File: src/shared/fad_pkg.sv
// Constants and types shared by the flag and add/subtract decode block
package fad_pkg;

   ////////////////////////////////////////////////////////////////////////
   // Register byte offsets on the AXI4-Lite slave
   localparam logic [7:0] ADDR_INSTR = 8'h00;
   localparam logic [7:0] ADDR_ACC_HIGH = 8'h04;
   localparam logic [7:0] ADDR_FLAGS = 8'h08;
   localparam logic [7:0] ADDR_STATUS = 8'h0C;

   // Register index returned by the address decoder
   localparam logic [2:0] IDX_INSTR = 3'h0;
   localparam logic [2:0] IDX_ACC_HIGH = 3'h1;
   localparam logic [2:0] IDX_FLAGS = 3'h2;
   localparam logic [2:0] IDX_STATUS = 3'h3;
   localparam logic [2:0] IDX_NONE = 3'h7;

   localparam logic [1:0] RESP_OKAY = 2'h0;
   localparam logic [1:0] RESP_SLVERR = 2'h2;

   ////////////////////////////////////////////////////////////////////////
   // Whole opcodes
   localparam logic [7:0] OPC_LOAD_FLAGS = 8'h9E;
   localparam logic [7:0] OPC_SET_CARRY = 8'hF9;
   localparam logic [7:0] OPC_SET_DIRECTION = 8'hFD;
   localparam logic [7:0] OPC_SET_INT_ENABLE = 8'hFB;

   // Opcode patterns with low d/s/w or register bits stripped
   localparam logic [5:0] PAT_ADD_RM = 6'h00;
   localparam logic [5:0] PAT_ADC_RM = 6'h04;
   localparam logic [5:0] PAT_SUB_RM = 6'h0A;
   localparam logic [5:0] PAT_IMM_GROUP = 6'h20;
   localparam logic [6:0] PAT_ADD_ACC = 7'h02;
   localparam logic [6:0] PAT_ADC_ACC = 7'h0A;
   localparam logic [6:0] PAT_INC_RM = 7'h7F;
   localparam logic [4:0] PAT_INC_SHORT = 5'h08;

   // Middle field of the mod/reg/rm byte and the register mode
   localparam logic [2:0] EXT_ADD = 3'h0;
   localparam logic [2:0] EXT_ADC = 3'h2;
   localparam logic [2:0] EXT_INC = 3'h0;
   localparam logic [1:0] MOD_REGISTER = 2'h3;

   ////////////////////////////////////////////////////////////////////////
   // Clock counts
   localparam logic [3:0] CLK_LOAD_FLAGS = 4'h3;
   localparam logic [3:0] CLK_FLAG_SET = 4'h2;
   localparam logic [3:0] CLK_INT_ENABLE = 4'h8;
   localparam logic [3:0] CLK_REG = 4'h2;
   localparam logic [3:0] CLK_MEM_DEST = 4'h7;
   localparam logic [3:0] CLK_MEM_SRC = 4'h6;
   localparam logic [3:0] CLK_INC_MEM = 4'h6;
   localparam logic [3:0] CLK_LAST = 4'h1;

   ////////////////////////////////////////////////////////////////////////
   // Flag layout
   localparam logic [7:0] FLAGS_ACC_MASK = 8'hD5;
   localparam logic [7:0] FLAGS_FIXED = 8'h02;
   localparam int FLAG_CARRY_BIT = 0;
   localparam int FLAG_INT_BIT = 9;
   localparam int FLAG_DIR_BIT = 10;

   // Status write-one-to-clear bits
   localparam int ST_DONE_BIT = 1;
   localparam int ST_UNKNOWN_BIT = 2;
   localparam int ST_REFUSED_BIT = 3;

   typedef enum logic [3:0] {
      FAD_OP_NONE,
      FAD_OP_LOAD_FLAGS,
      FAD_OP_SET_CARRY,
      FAD_OP_SET_DIRECTION,
      FAD_OP_SET_INT_ENABLE,
      FAD_OP_ADD,
      FAD_OP_ADC,
      FAD_OP_INC,
      FAD_OP_SUB
   } fad_op_t;

endpackage : fad_pkg

File: src/hw/fad_classify.sv
// Combinational opcode classifier for the flag and add/subtract forms
`timescale 1ns/1ps
module fad_classify (
   input wire logic [7:0] opcode_in,
   input wire logic [7:0] modrm_in,
   output fad_pkg::fad_op_t op_out,
   output logic [3:0] clocks_out,
   output logic mem_out,
   output logic dir_out,
   output logic wide_out,
   output logic sext_out,
   output logic imm_out,
   output logic [2:0] reg_out
);
   logic is_mem;
   logic [2:0] mid;

   always_comb begin
      is_mem = (modrm_in[7:6] != fad_pkg::MOD_REGISTER);
      mid = modrm_in[5:3];
      op_out = fad_pkg::FAD_OP_NONE;
      clocks_out = fad_pkg::CLK_LAST;
      mem_out = 1'b0;
      dir_out = opcode_in[1];
      wide_out = opcode_in[0];
      sext_out = 1'b0;
      imm_out = 1'b0;
      reg_out = mid;
      if (opcode_in == fad_pkg::OPC_LOAD_FLAGS) begin
         op_out = fad_pkg::FAD_OP_LOAD_FLAGS;
         clocks_out = fad_pkg::CLK_LOAD_FLAGS;
      end else if (opcode_in == fad_pkg::OPC_SET_CARRY) begin
         op_out = fad_pkg::FAD_OP_SET_CARRY;
         clocks_out = fad_pkg::CLK_FLAG_SET;
      end else if (opcode_in == fad_pkg::OPC_SET_DIRECTION) begin
         op_out = fad_pkg::FAD_OP_SET_DIRECTION;
         clocks_out = fad_pkg::CLK_FLAG_SET;
      end else if (opcode_in == fad_pkg::OPC_SET_INT_ENABLE) begin
         op_out = fad_pkg::FAD_OP_SET_INT_ENABLE;
         clocks_out = fad_pkg::CLK_INT_ENABLE;
      end else if (opcode_in[7:2] == fad_pkg::PAT_ADD_RM ||
                   opcode_in[7:2] == fad_pkg::PAT_ADC_RM) begin
         op_out = (opcode_in[7:2] == fad_pkg::PAT_ADD_RM) ? fad_pkg::FAD_OP_ADD :
                  fad_pkg::FAD_OP_ADC;
         mem_out = is_mem;
         // lower for register
         // Direction picks memory as destination or as source
         clocks_out = !is_mem ? fad_pkg::CLK_REG :
                      (opcode_in[1] ? fad_pkg::CLK_MEM_SRC : fad_pkg::CLK_MEM_DEST);
      end else if (opcode_in[7:2] == fad_pkg::PAT_IMM_GROUP &&
                   (mid == fad_pkg::EXT_ADD || mid == fad_pkg::EXT_ADC)) begin
         op_out = (mid == fad_pkg::EXT_ADD) ? fad_pkg::FAD_OP_ADD : fad_pkg::FAD_OP_ADC;
         mem_out = is_mem;
         imm_out = 1'b1;
         dir_out = 1'b0;
         sext_out = opcode_in[1];
         clocks_out = is_mem ? fad_pkg::CLK_MEM_DEST : fad_pkg::CLK_REG;
      end else if (opcode_in[7:1] == fad_pkg::PAT_ADD_ACC ||
                   opcode_in[7:1] == fad_pkg::PAT_ADC_ACC) begin
         op_out = (opcode_in[7:1] == fad_pkg::PAT_ADD_ACC) ? fad_pkg::FAD_OP_ADD :
                  fad_pkg::FAD_OP_ADC;
         imm_out = 1'b1;
         dir_out = 1'b0;
         reg_out = 3'h0;
         clocks_out = fad_pkg::CLK_REG;
      end else if (opcode_in[7:1] == fad_pkg::PAT_INC_RM && mid == fad_pkg::EXT_INC) begin
         op_out = fad_pkg::FAD_OP_INC;
         mem_out = is_mem;
         dir_out = 1'b0;
         reg_out = modrm_in[2:0];
         clocks_out = is_mem ? fad_pkg::CLK_INC_MEM : fad_pkg::CLK_REG;
      end else if (opcode_in[7:3] == fad_pkg::PAT_INC_SHORT) begin
         op_out = fad_pkg::FAD_OP_INC;
         dir_out = 1'b0;
         wide_out = 1'b1;
         reg_out = opcode_in[2:0];
         clocks_out = fad_pkg::CLK_REG;
      end else if (opcode_in[7:2] == fad_pkg::PAT_SUB_RM && !is_mem) begin
         // Memory forms of subtract are not handled here
         op_out = fad_pkg::FAD_OP_SUB;
         clocks_out = fad_pkg::CLK_REG;
      end
   end
endmodule : fad_classify

File: src/hw/fad_top.sv
// Flag and add/subtract decode block with AXI4-Lite register access
//
// Implementation choices: the register offsets and register access over AXI4-Lite.
`timescale 1ns/1ps
module fad_top (
   input wire logic core_clk_in,
   input wire logic rst_in,
   input wire logic [7:0] s_axi_awaddr_in,
   input wire logic s_axi_awvalid_in,
   output logic s_axi_awready_out,
   input wire logic [31:0] s_axi_wdata_in,
   input wire logic [3:0] s_axi_wstrb_in,
   input wire logic s_axi_wvalid_in,
   output logic s_axi_wready_out,
   output logic [1:0] s_axi_bresp_out,
   output logic s_axi_bvalid_out,
   input wire logic s_axi_bready_in,
   input wire logic [7:0] s_axi_araddr_in,
   input wire logic s_axi_arvalid_in,
   output logic s_axi_arready_out,
   output logic [31:0] s_axi_rdata_out,
   output logic [1:0] s_axi_rresp_out,
   output logic s_axi_rvalid_out,
   input wire logic s_axi_rready_in,
   output logic busy_out,
   output logic [7:0] flags_out,
   output logic direction_out,
   output logic int_enable_out
);

   typedef enum logic {FAD_IDLE, FAD_RUN} fad_fsm_t;

   typedef struct packed {
      fad_fsm_t st;
      logic busy;
      logic [3:0] cnt;
      logic [3:0] elapsed;
      fad_pkg::fad_op_t op;
      logic [3:0] total;
      logic mem;
      logic dir;
      logic wide;
      logic sext;
      logic imm;
      logic [2:0] regf;
      logic [7:0] opcode;
      logic [7:0] flags;
      logic ie;
      logic df;
      logic [7:0] acc_hi;
      logic done;
      logic unknown;
      logic refused;
      logic aw_held;
      logic [7:0] awaddr;
      logic w_held;
      logic [31:0] wdata;
      logic [3:0] wstrb;
      logic awready;
      logic wready;
      logic bvalid;
      logic [1:0] bresp;
      logic arready;
      logic rvalid;
      logic [31:0] rdata;
      logic [1:0] rresp;
   } fad_core_t;

   fad_core_t s;
   fad_core_t next_s;

   fad_pkg::fad_op_t dec_op;
   logic [3:0] dec_clocks;
   logic dec_mem;
   logic dec_dir;
   logic dec_wide;
   logic dec_sext;
   logic dec_imm;
   logic [2:0] dec_reg;

   ////////////////////////////////////////////////////////////////////////
   // Register index from a byte address; shared by both channels
   function automatic logic [2:0] reg_index(input logic [7:0] addr);
      logic [2:0] idx;
      idx = fad_pkg::IDX_NONE;
      if (addr[7:2] == fad_pkg::ADDR_INSTR[7:2]) begin
         idx = fad_pkg::IDX_INSTR;
      end else if (addr[7:2] == fad_pkg::ADDR_ACC_HIGH[7:2]) begin
         idx = fad_pkg::IDX_ACC_HIGH;
      end else if (addr[7:2] == fad_pkg::ADDR_FLAGS[7:2]) begin
         idx = fad_pkg::IDX_FLAGS;
      end else if (addr[7:2] == fad_pkg::ADDR_STATUS[7:2]) begin
         idx = fad_pkg::IDX_STATUS;
      end
      return idx;
   endfunction : reg_index

   // Byte-lane merge under the write strobes
   function automatic logic [31:0] merge(input logic [31:0] old, input logic [31:0] data,
                                         input logic [3:0] strb);
      logic [31:0] res;
      res = old;
      for (int i = 0; i < 4; i++) begin
         if (strb[i]) begin
            res[i*8 +: 8] = data[i*8 +: 8];
         end
      end
      return res;
   endfunction : merge

   ////////////////////////////////////////////////////////////////////////
   // Decoder sees the held write data, so starting costs no extra cycle
   fad_classify u_classify (
      .opcode_in(s.wdata[7:0]),
      .modrm_in(s.wdata[15:8]),
      .op_out(dec_op),
      .clocks_out(dec_clocks),
      .mem_out(dec_mem),
      .dir_out(dec_dir),
      .wide_out(dec_wide),
      .sext_out(dec_sext),
      .imm_out(dec_imm),
      .reg_out(dec_reg)
   );

   ////////////////////////////////////////////////////////////////////////
   // Flag bits above the low byte
   localparam int FAD_INT = fad_pkg::FLAG_INT_BIT;
   localparam int FAD_DIR = fad_pkg::FLAG_DIR_BIT;

   always_comb begin
      logic [31:0] wv;
      logic [31:0] fl;
      logic [2:0] widx;
      logic [2:0] ridx;
      next_s = s;
      wv = 32'h0000_0000;
      fl = 32'h0000_0000;
      widx = reg_index(s.awaddr);
      ridx = reg_index(s_axi_araddr_in);

      if (s.awready && s_axi_awvalid_in) begin
         next_s.aw_held = 1'b1;
         next_s.awaddr = s_axi_awaddr_in;
      end
      if (s.wready && s_axi_wvalid_in) begin
         next_s.w_held = 1'b1;
         next_s.wdata = s_axi_wdata_in;
         next_s.wstrb = s_axi_wstrb_in;
      end
      if (s.bvalid && s_axi_bready_in) begin
         next_s.bvalid = 1'b0;
      end

      // Write executes once address and data are both held
      if (s.aw_held && s.w_held && !s.bvalid) begin
         next_s.aw_held = 1'b0;
         next_s.w_held = 1'b0;
         next_s.bvalid = 1'b1;
         next_s.bresp = fad_pkg::RESP_OKAY;
         if (widx == fad_pkg::IDX_INSTR) begin
            if (s.wstrb[0]) begin
               if (s.st == FAD_RUN) begin
                  // No queue: a start while busy is dropped and flagged
                  next_s.refused = 1'b1;
               end else if (dec_op == fad_pkg::FAD_OP_NONE) begin
                  next_s.unknown = 1'b1;
                  next_s.done = 1'b1;
                  next_s.opcode = s.wdata[7:0];
                  next_s.op = dec_op;
               end else begin
                  next_s.st = FAD_RUN;
                  next_s.opcode = s.wdata[7:0];
                  next_s.op = dec_op;
                  next_s.cnt = dec_clocks;
                  next_s.total = dec_clocks;
                  next_s.elapsed = 4'h0;
                  next_s.mem = dec_mem;
                  next_s.dir = dec_dir;
                  next_s.wide = dec_wide;
                  next_s.sext = dec_sext;
                  next_s.imm = dec_imm;
                  next_s.regf = dec_reg;
               end
            end
         end else if (widx == fad_pkg::IDX_ACC_HIGH) begin
            wv = merge({24'h00_0000, s.acc_hi}, s.wdata, s.wstrb);
            next_s.acc_hi = wv[7:0];
         end else if (widx == fad_pkg::IDX_FLAGS) begin
            fl = {21'h00_0000, s.df, s.ie, 1'b0, s.flags};
            wv = merge(fl, s.wdata, s.wstrb);
            next_s.flags = wv[7:0] | fad_pkg::FLAGS_FIXED;
            next_s.ie = wv[FAD_INT];
            next_s.df = wv[FAD_DIR];
         end else if (widx == fad_pkg::IDX_STATUS) begin
            if (s.wstrb[0] && s.wdata[fad_pkg::ST_DONE_BIT]) begin
               next_s.done = 1'b0;
            end
            if (s.wstrb[0] && s.wdata[fad_pkg::ST_UNKNOWN_BIT]) begin
               next_s.unknown = 1'b0;
            end
            if (s.wstrb[0] && s.wdata[fad_pkg::ST_REFUSED_BIT]) begin
               next_s.refused = 1'b0;
            end
         end else begin
            next_s.bresp = fad_pkg::RESP_SLVERR;
         end
      end

      // Execution countdown; finishing after the clear keeps set winning
      if (s.st == FAD_RUN) begin
         next_s.elapsed = s.elapsed + 4'h1;
         if (s.cnt == fad_pkg::CLK_LAST) begin
            next_s.st = FAD_IDLE;
            next_s.done = 1'b1;
            case (s.op)
               fad_pkg::FAD_OP_LOAD_FLAGS: begin
                  next_s.flags = (s.acc_hi & fad_pkg::FLAGS_ACC_MASK) | fad_pkg::FLAGS_FIXED;
               end
               fad_pkg::FAD_OP_SET_CARRY: begin
                  next_s.flags[fad_pkg::FLAG_CARRY_BIT] = 1'b1;
               end
               fad_pkg::FAD_OP_SET_DIRECTION: begin
                  next_s.df = 1'b1;
               end
               fad_pkg::FAD_OP_SET_INT_ENABLE: begin
                  next_s.ie = 1'b1;
               end
               default: begin
                  // Arithmetic forms only account for time here
                  next_s.ie = s.ie;
               end
            endcase
         end else begin
            next_s.cnt = s.cnt - 4'h1;
         end
      end

      if (s.rvalid && s_axi_rready_in) begin
         next_s.rvalid = 1'b0;
      end
      if (s.arready && s_axi_arvalid_in) begin
         next_s.rvalid = 1'b1;
         next_s.rresp = fad_pkg::RESP_OKAY;
         if (ridx == fad_pkg::IDX_INSTR) begin
            next_s.rdata = {24'h00_0000, s.opcode};
         end else if (ridx == fad_pkg::IDX_ACC_HIGH) begin
            next_s.rdata = {24'h00_0000, s.acc_hi};
         end else if (ridx == fad_pkg::IDX_FLAGS) begin
            next_s.rdata = {21'h00_0000, s.df, s.ie, 1'b0, s.flags};
         end else if (ridx == fad_pkg::IDX_STATUS) begin
            next_s.rdata = {12'h000, s.regf, s.imm, s.sext, s.wide, s.dir, s.mem, s.total,
                            s.op, s.refused, s.unknown, s.done, s.busy};
         end else begin
            next_s.rdata = 32'h0000_0000;
            next_s.rresp = fad_pkg::RESP_SLVERR;
         end
      end

      next_s.busy = (next_s.st == FAD_RUN);
      next_s.awready = !next_s.aw_held && !next_s.bvalid;
      next_s.wready = !next_s.w_held && !next_s.bvalid;
      next_s.arready = !next_s.rvalid;
   end

   always_ff @(posedge core_clk_in or posedge rst_in) begin
      if (rst_in) begin
         s <= '0;
         s.flags <= fad_pkg::FLAGS_FIXED;
      end else begin
         s <= next_s;
      end
   end

   assign s_axi_awready_out = s.awready;
   assign s_axi_wready_out = s.wready;
   assign s_axi_bresp_out = s.bresp;
   assign s_axi_bvalid_out = s.bvalid;
   assign s_axi_arready_out = s.arready;
   assign s_axi_rdata_out = s.rdata;
   assign s_axi_rresp_out = s.rresp;
   assign s_axi_rvalid_out = s.rvalid;
   assign busy_out = s.busy;
   assign flags_out = s.flags;
   assign direction_out = s.df;
   assign int_enable_out = s.ie;
endmodule : fad_top

File: config.mk
export PLATFORM = sky130hd
export DESIGN_NAME = fad_top
export DESIGN_NICKNAME = d
export VERILOG_FILES = /design/src/shared/fad_pkg.sv /design/src/hw/fad_classify.sv /design/src/hw/fad_top.sv
export SDC_FILE = /design/constraint.sdc
export NUM_CORES = 1
export LEC_CHECK = 0
export ABC_AREA = 0
export BUFFER_PORTS_ARGS = -buffer_cell sky130_fd_sc_hd__buf_4
export CAP_MARGIN = 20
export CORE_ASPECT_RATIO = 0.8
export CORE_MARGIN = 2
export CORE_UTILIZATION = 40
export DETAILED_ROUTE_END_ITERATION = 10
export MAX_ROUTING_LAYER = met4
export PLACE_DENSITY = 0.67
export SKIP_CTS_REPAIR_TIMING = 1
export SLEW_MARGIN = 15
export SYNTH_ARGS = -nofsm -noshare
export SYNTH_HDL_FRONTEND = slang
export SYNTH_HIERARCHICAL = 1
export SYNTH_SLANG_ARGS = --single-unit
export TNS_END_PERCENT = 100
File: constraint.sdc
create_clock -name core_clk_in -period 3.81 [get_ports core_clk_in]
set_input_delay 0.1905 -clock core_clk_in [delete_from_list [all_inputs] [get_ports core_clk_in]]
set_output_delay 0.1905 -clock core_clk_in [all_outputs]
set_load 0.005 [all_outputs]
==> summary.txt <==
Outcome
  • Run status: finished clean

Layout
  • Net count reported at finish: 553
  • Final core occ: 47.4%
  • Share of cells above drive strength 1: 34.6%
  • ANT cells: 0
  • Synthesis-to-layout area growth: 14.3%
  • Post-route cell area: 5850 um2
  • Non-Filler Instances: 668

Drt
  • M1 WL: 5660 um
  • Pre-Repair DR Iteration Count: 5
  • Metal3 WL: 800 um
  • Top layer in use: met4
  • WL met2: 5300 um
  • Vias: approximately 3500
  • DRC violations left: 0
  • Antenna viol nets, final: 0
  • Wire length per cell: roughly 18 um
  • Vias/cell: 5.30
  • Final WL: 11900 um
  • DR iter-0 viols: 311

Yosys
  • Yosys warns: 6
  • Seq cells post-synth: 103
  • Post-synth top area cell: dfrtp_1
  • Syn Std Cell Area: 5120 um2
  • Yosys top cell area share: 49.9%
  • EDFF count, synth: 0
  • Synth area leaders: dfrtp_1, mux2_2, buf_4
  • Post-synth top flop: dfrtp_1
  • Post-Syn Instances: 449
  • Library cells used by synthesis: 58
  • Avg Cell Area, Syn: between 10 and 15 um2
  • Ys async rst share: 100%
  • Part of the Yosys area used for sequential elements: 50.4%

Power
  • Final Power: approximately 3.6 mW
  • PwrDens: 618 nW/um2
  • Leak Pwr: around 2.8 nW
  • IR drop worst, VDD: 244 uV

Floorplanning
  • Starting density of the core: 41.5%
  • Die width: 130 um
  • Core area: 12300 um2
  • Rows: 36
  • # IOs: 111
  • Die area: between 10000 and 15000 um2
  • Die H: 105 um

Global route
  • Largest net degree at the start of global routing: 77
  • Total GRT Usage: 18.2%
  • Vias in the first global route: about 3400
  • Initial antenna violation count: 0
  • Gr ovfl total: 0
  • First-pass GRT wire length: 18500 um

Timing
  • RSZ-0062 raised after global routing: false
  • Setup total negative slack: 0 ps
  • Slew margin rel.: 29.2%
  • Clock Skew: 13.1 ps
  • Pins over their slew limit: 0
  • Final period utilization: 84.4%
  • Minimum clock period: 3220 ps
  • Final Setup Violations: 0
  • Hold_ws: 59.9 ps
  • Worst-Margin Slew: approximately 1100 ps
  • Post-route setup slack: between 500 and 600 ps
  • Highest clock rate: 311 MHz
  • Hold Vio Cnt, Final: 0

Clocking
  • Sink Count: 103
  • Total CTS buffers: 9
  • Root Buffer: clkbuf_16
  • Clock Path Buffers: 2
  • Worst-Skew Late Latency: around 350 ps
  • CTS tree: yes
  • Clock transition at the registers of the reported paths: 70 ps
  • H-Tree Depth: 3

Placed design
  • DP Area: between 5000 and 6000 um2
  • Place WS: 626 ps
  • PortBufs: 74
  • Post-DP HPWL: 8400 um
  • Placer Congestion: 0.895
  • Placed cells: roughly 650

Flow run
  • Max Cap Viol: 0

Setup path
  • Startpoint Class: flop
  • Critical Path End Type: flop
  • WS Path Type: flop to flop
  • CP required: 4040 ps
  • Worst Reg-to-Reg Cells: 7
  • Crit Path Max Fanout: 12
  • Data arrival, critical path: 3450 ps

Min path
  • Min-Delay Path Class: primary input to async pin
[where the power goes]
group	switching [mW]	leakage [nW]	internal, mW
Clock	0.426	0.134	0.450
Sequential	0.351	1.35	1.39
Combinational	0.482	1.29	0.518
Total	1.26	2.78	2.36
[flip-flops by register name, summed over array words and instances (netlist names)]
name               count
busy_out               1
direction_out          1
flags_out              8
int_enable_out         1
s                     65
s_axi_arready_out      1
s_axi_awready_out      1
s_axi_bresp_out        1
s_axi_bvalid_out       1
s_axi_rdata_out       20
s_axi_rresp_out        1
s_axi_rvalid_out       1
s_axi_wready_out       1
[final timing paths]
kind | start | endpoint | slack (ps)
setup / recovery | s[52]$_DFFE_PP0P_ | s[120]$_DFFE_PP0P_ | 590
max in group asynchronous | rst_in | s[130]$_DFFE_PP0P_ | 2810
hold / removal | rst_in | s[127]$_DFFE_PP0P_ | 60
min in group core_clk_in | s_axi_rready_in | s_axi_rvalid_out$_DFF_PP0_ | 60
setup reg to reg | s[52]$_DFFE_PP0P_ | s[120]$_DFFE_PP0P_ | 590
hold reg to reg | s[122]$_DFFE_PP0P_ | s_axi_rdata_out[13]$_DFFE_PP0P_ | 490
[metal layers]
metal / vias to the layer above / track usage (%)
met5: - / -
met4: 0 / 4.56
met3: 14 / 3.89
met2: 145 / 25.9
met1: 1725 / 26.5
li1: 1654 / -
[logic make-up (layout without fill, tap and decap cells)]
| group | Yosys count | count (layout) | share of synthesized area [%] |
|---|---|---|---|
| other cells | 1 | 14 | 0.0732 |
| fa+ha+maj | 2 | 2 | 0.489 |
| compound gates | 75 | 75 | 10.3 |
| buf+inv | 78 | 113 | 9.34 |
| mux | 74 | 74 | 16.2 |
| simple gates | 116 | 116 | 13.3 |
| flops | 103 | 103 | 50.4 |
[critical path, cell delays in order (launching register included)]
cell	delay, ps
dfrtp_1	480
or4_4	560
a211oi_1	250
a21oi_1	90
a221o_1	320
or4_1	610
and4_1	430
mux2_2	350
[layout make-up]
cell class	instances	area (um2)
Fill cell	1156	6490
Sequential cell	103	2580
Multi-Input combinational cell	281	2110
Timing Repair Buffer	80	601
Clock buffer	9	225
Tap cell	171	214
Inverter	17	66.3
Clock inverter	7	53.8
[cell usage in the layout (no fill, tap or decap), types with 4 or more instances in the layout]
cell type,n
a211oi_1,4
a21oi_1,18
a221o_1,8
a22o_1,11
a22oi_1,7
buf_4,80
clkbuf_16,9
conb_1,14
dfrtp_1,102
inv_1,15
mux2_2,60
mux2i_1,13
nand2_1,23
nand3_1,8
nand4_1,4
nor2_1,26
nor2b_1,8
nor3_1,8
o21ai_0,11
[synth_stat cells (2+ instances only)]
| cell | number |
|---|---|
| dfrtp_1 | 102 |
| mux2_2 | 60 |
| buf_4 | 46 |
| nor2_1 | 26 |
| nand2_1 | 23 |
| a21oi_1 | 18 |
| inv_1 | 16 |
| mux2i_1 | 13 |
| a22o_1 | 11 |
| o21ai_0 | 11 |
| clkbuf_1 | 9 |
| a221o_1 | 8 |
| nand3_1 | 8 |
| nor2b_1 | 8 |
| nor3_1 | 8 |
| a22oi_1 | 7 |
| a211oi_1 | 4 |
| buf_2 | 4 |
| nand4_1 | 4 |
| a31oi_1 | 3 |
| and2_1 | 3 |
| and3_1 | 3 |
| and4_1 | 3 |
| nor4_1 | 3 |
| nor4b_1 | 3 |
| or4_4 | 3 |
| ha_1 | 2 |
| nand2b_1 | 2 |
| nor3b_1 | 2 |
| nor4_4 | 2 |
| nor4bb_1 | 2 |
| o211ai_1 | 2 |
| o21a_1 | 2 |
| o221ai_1 | 2 |
| or2_2 | 2 |
| or3_1 | 2 |
Power figures use the tool's default switching activity.
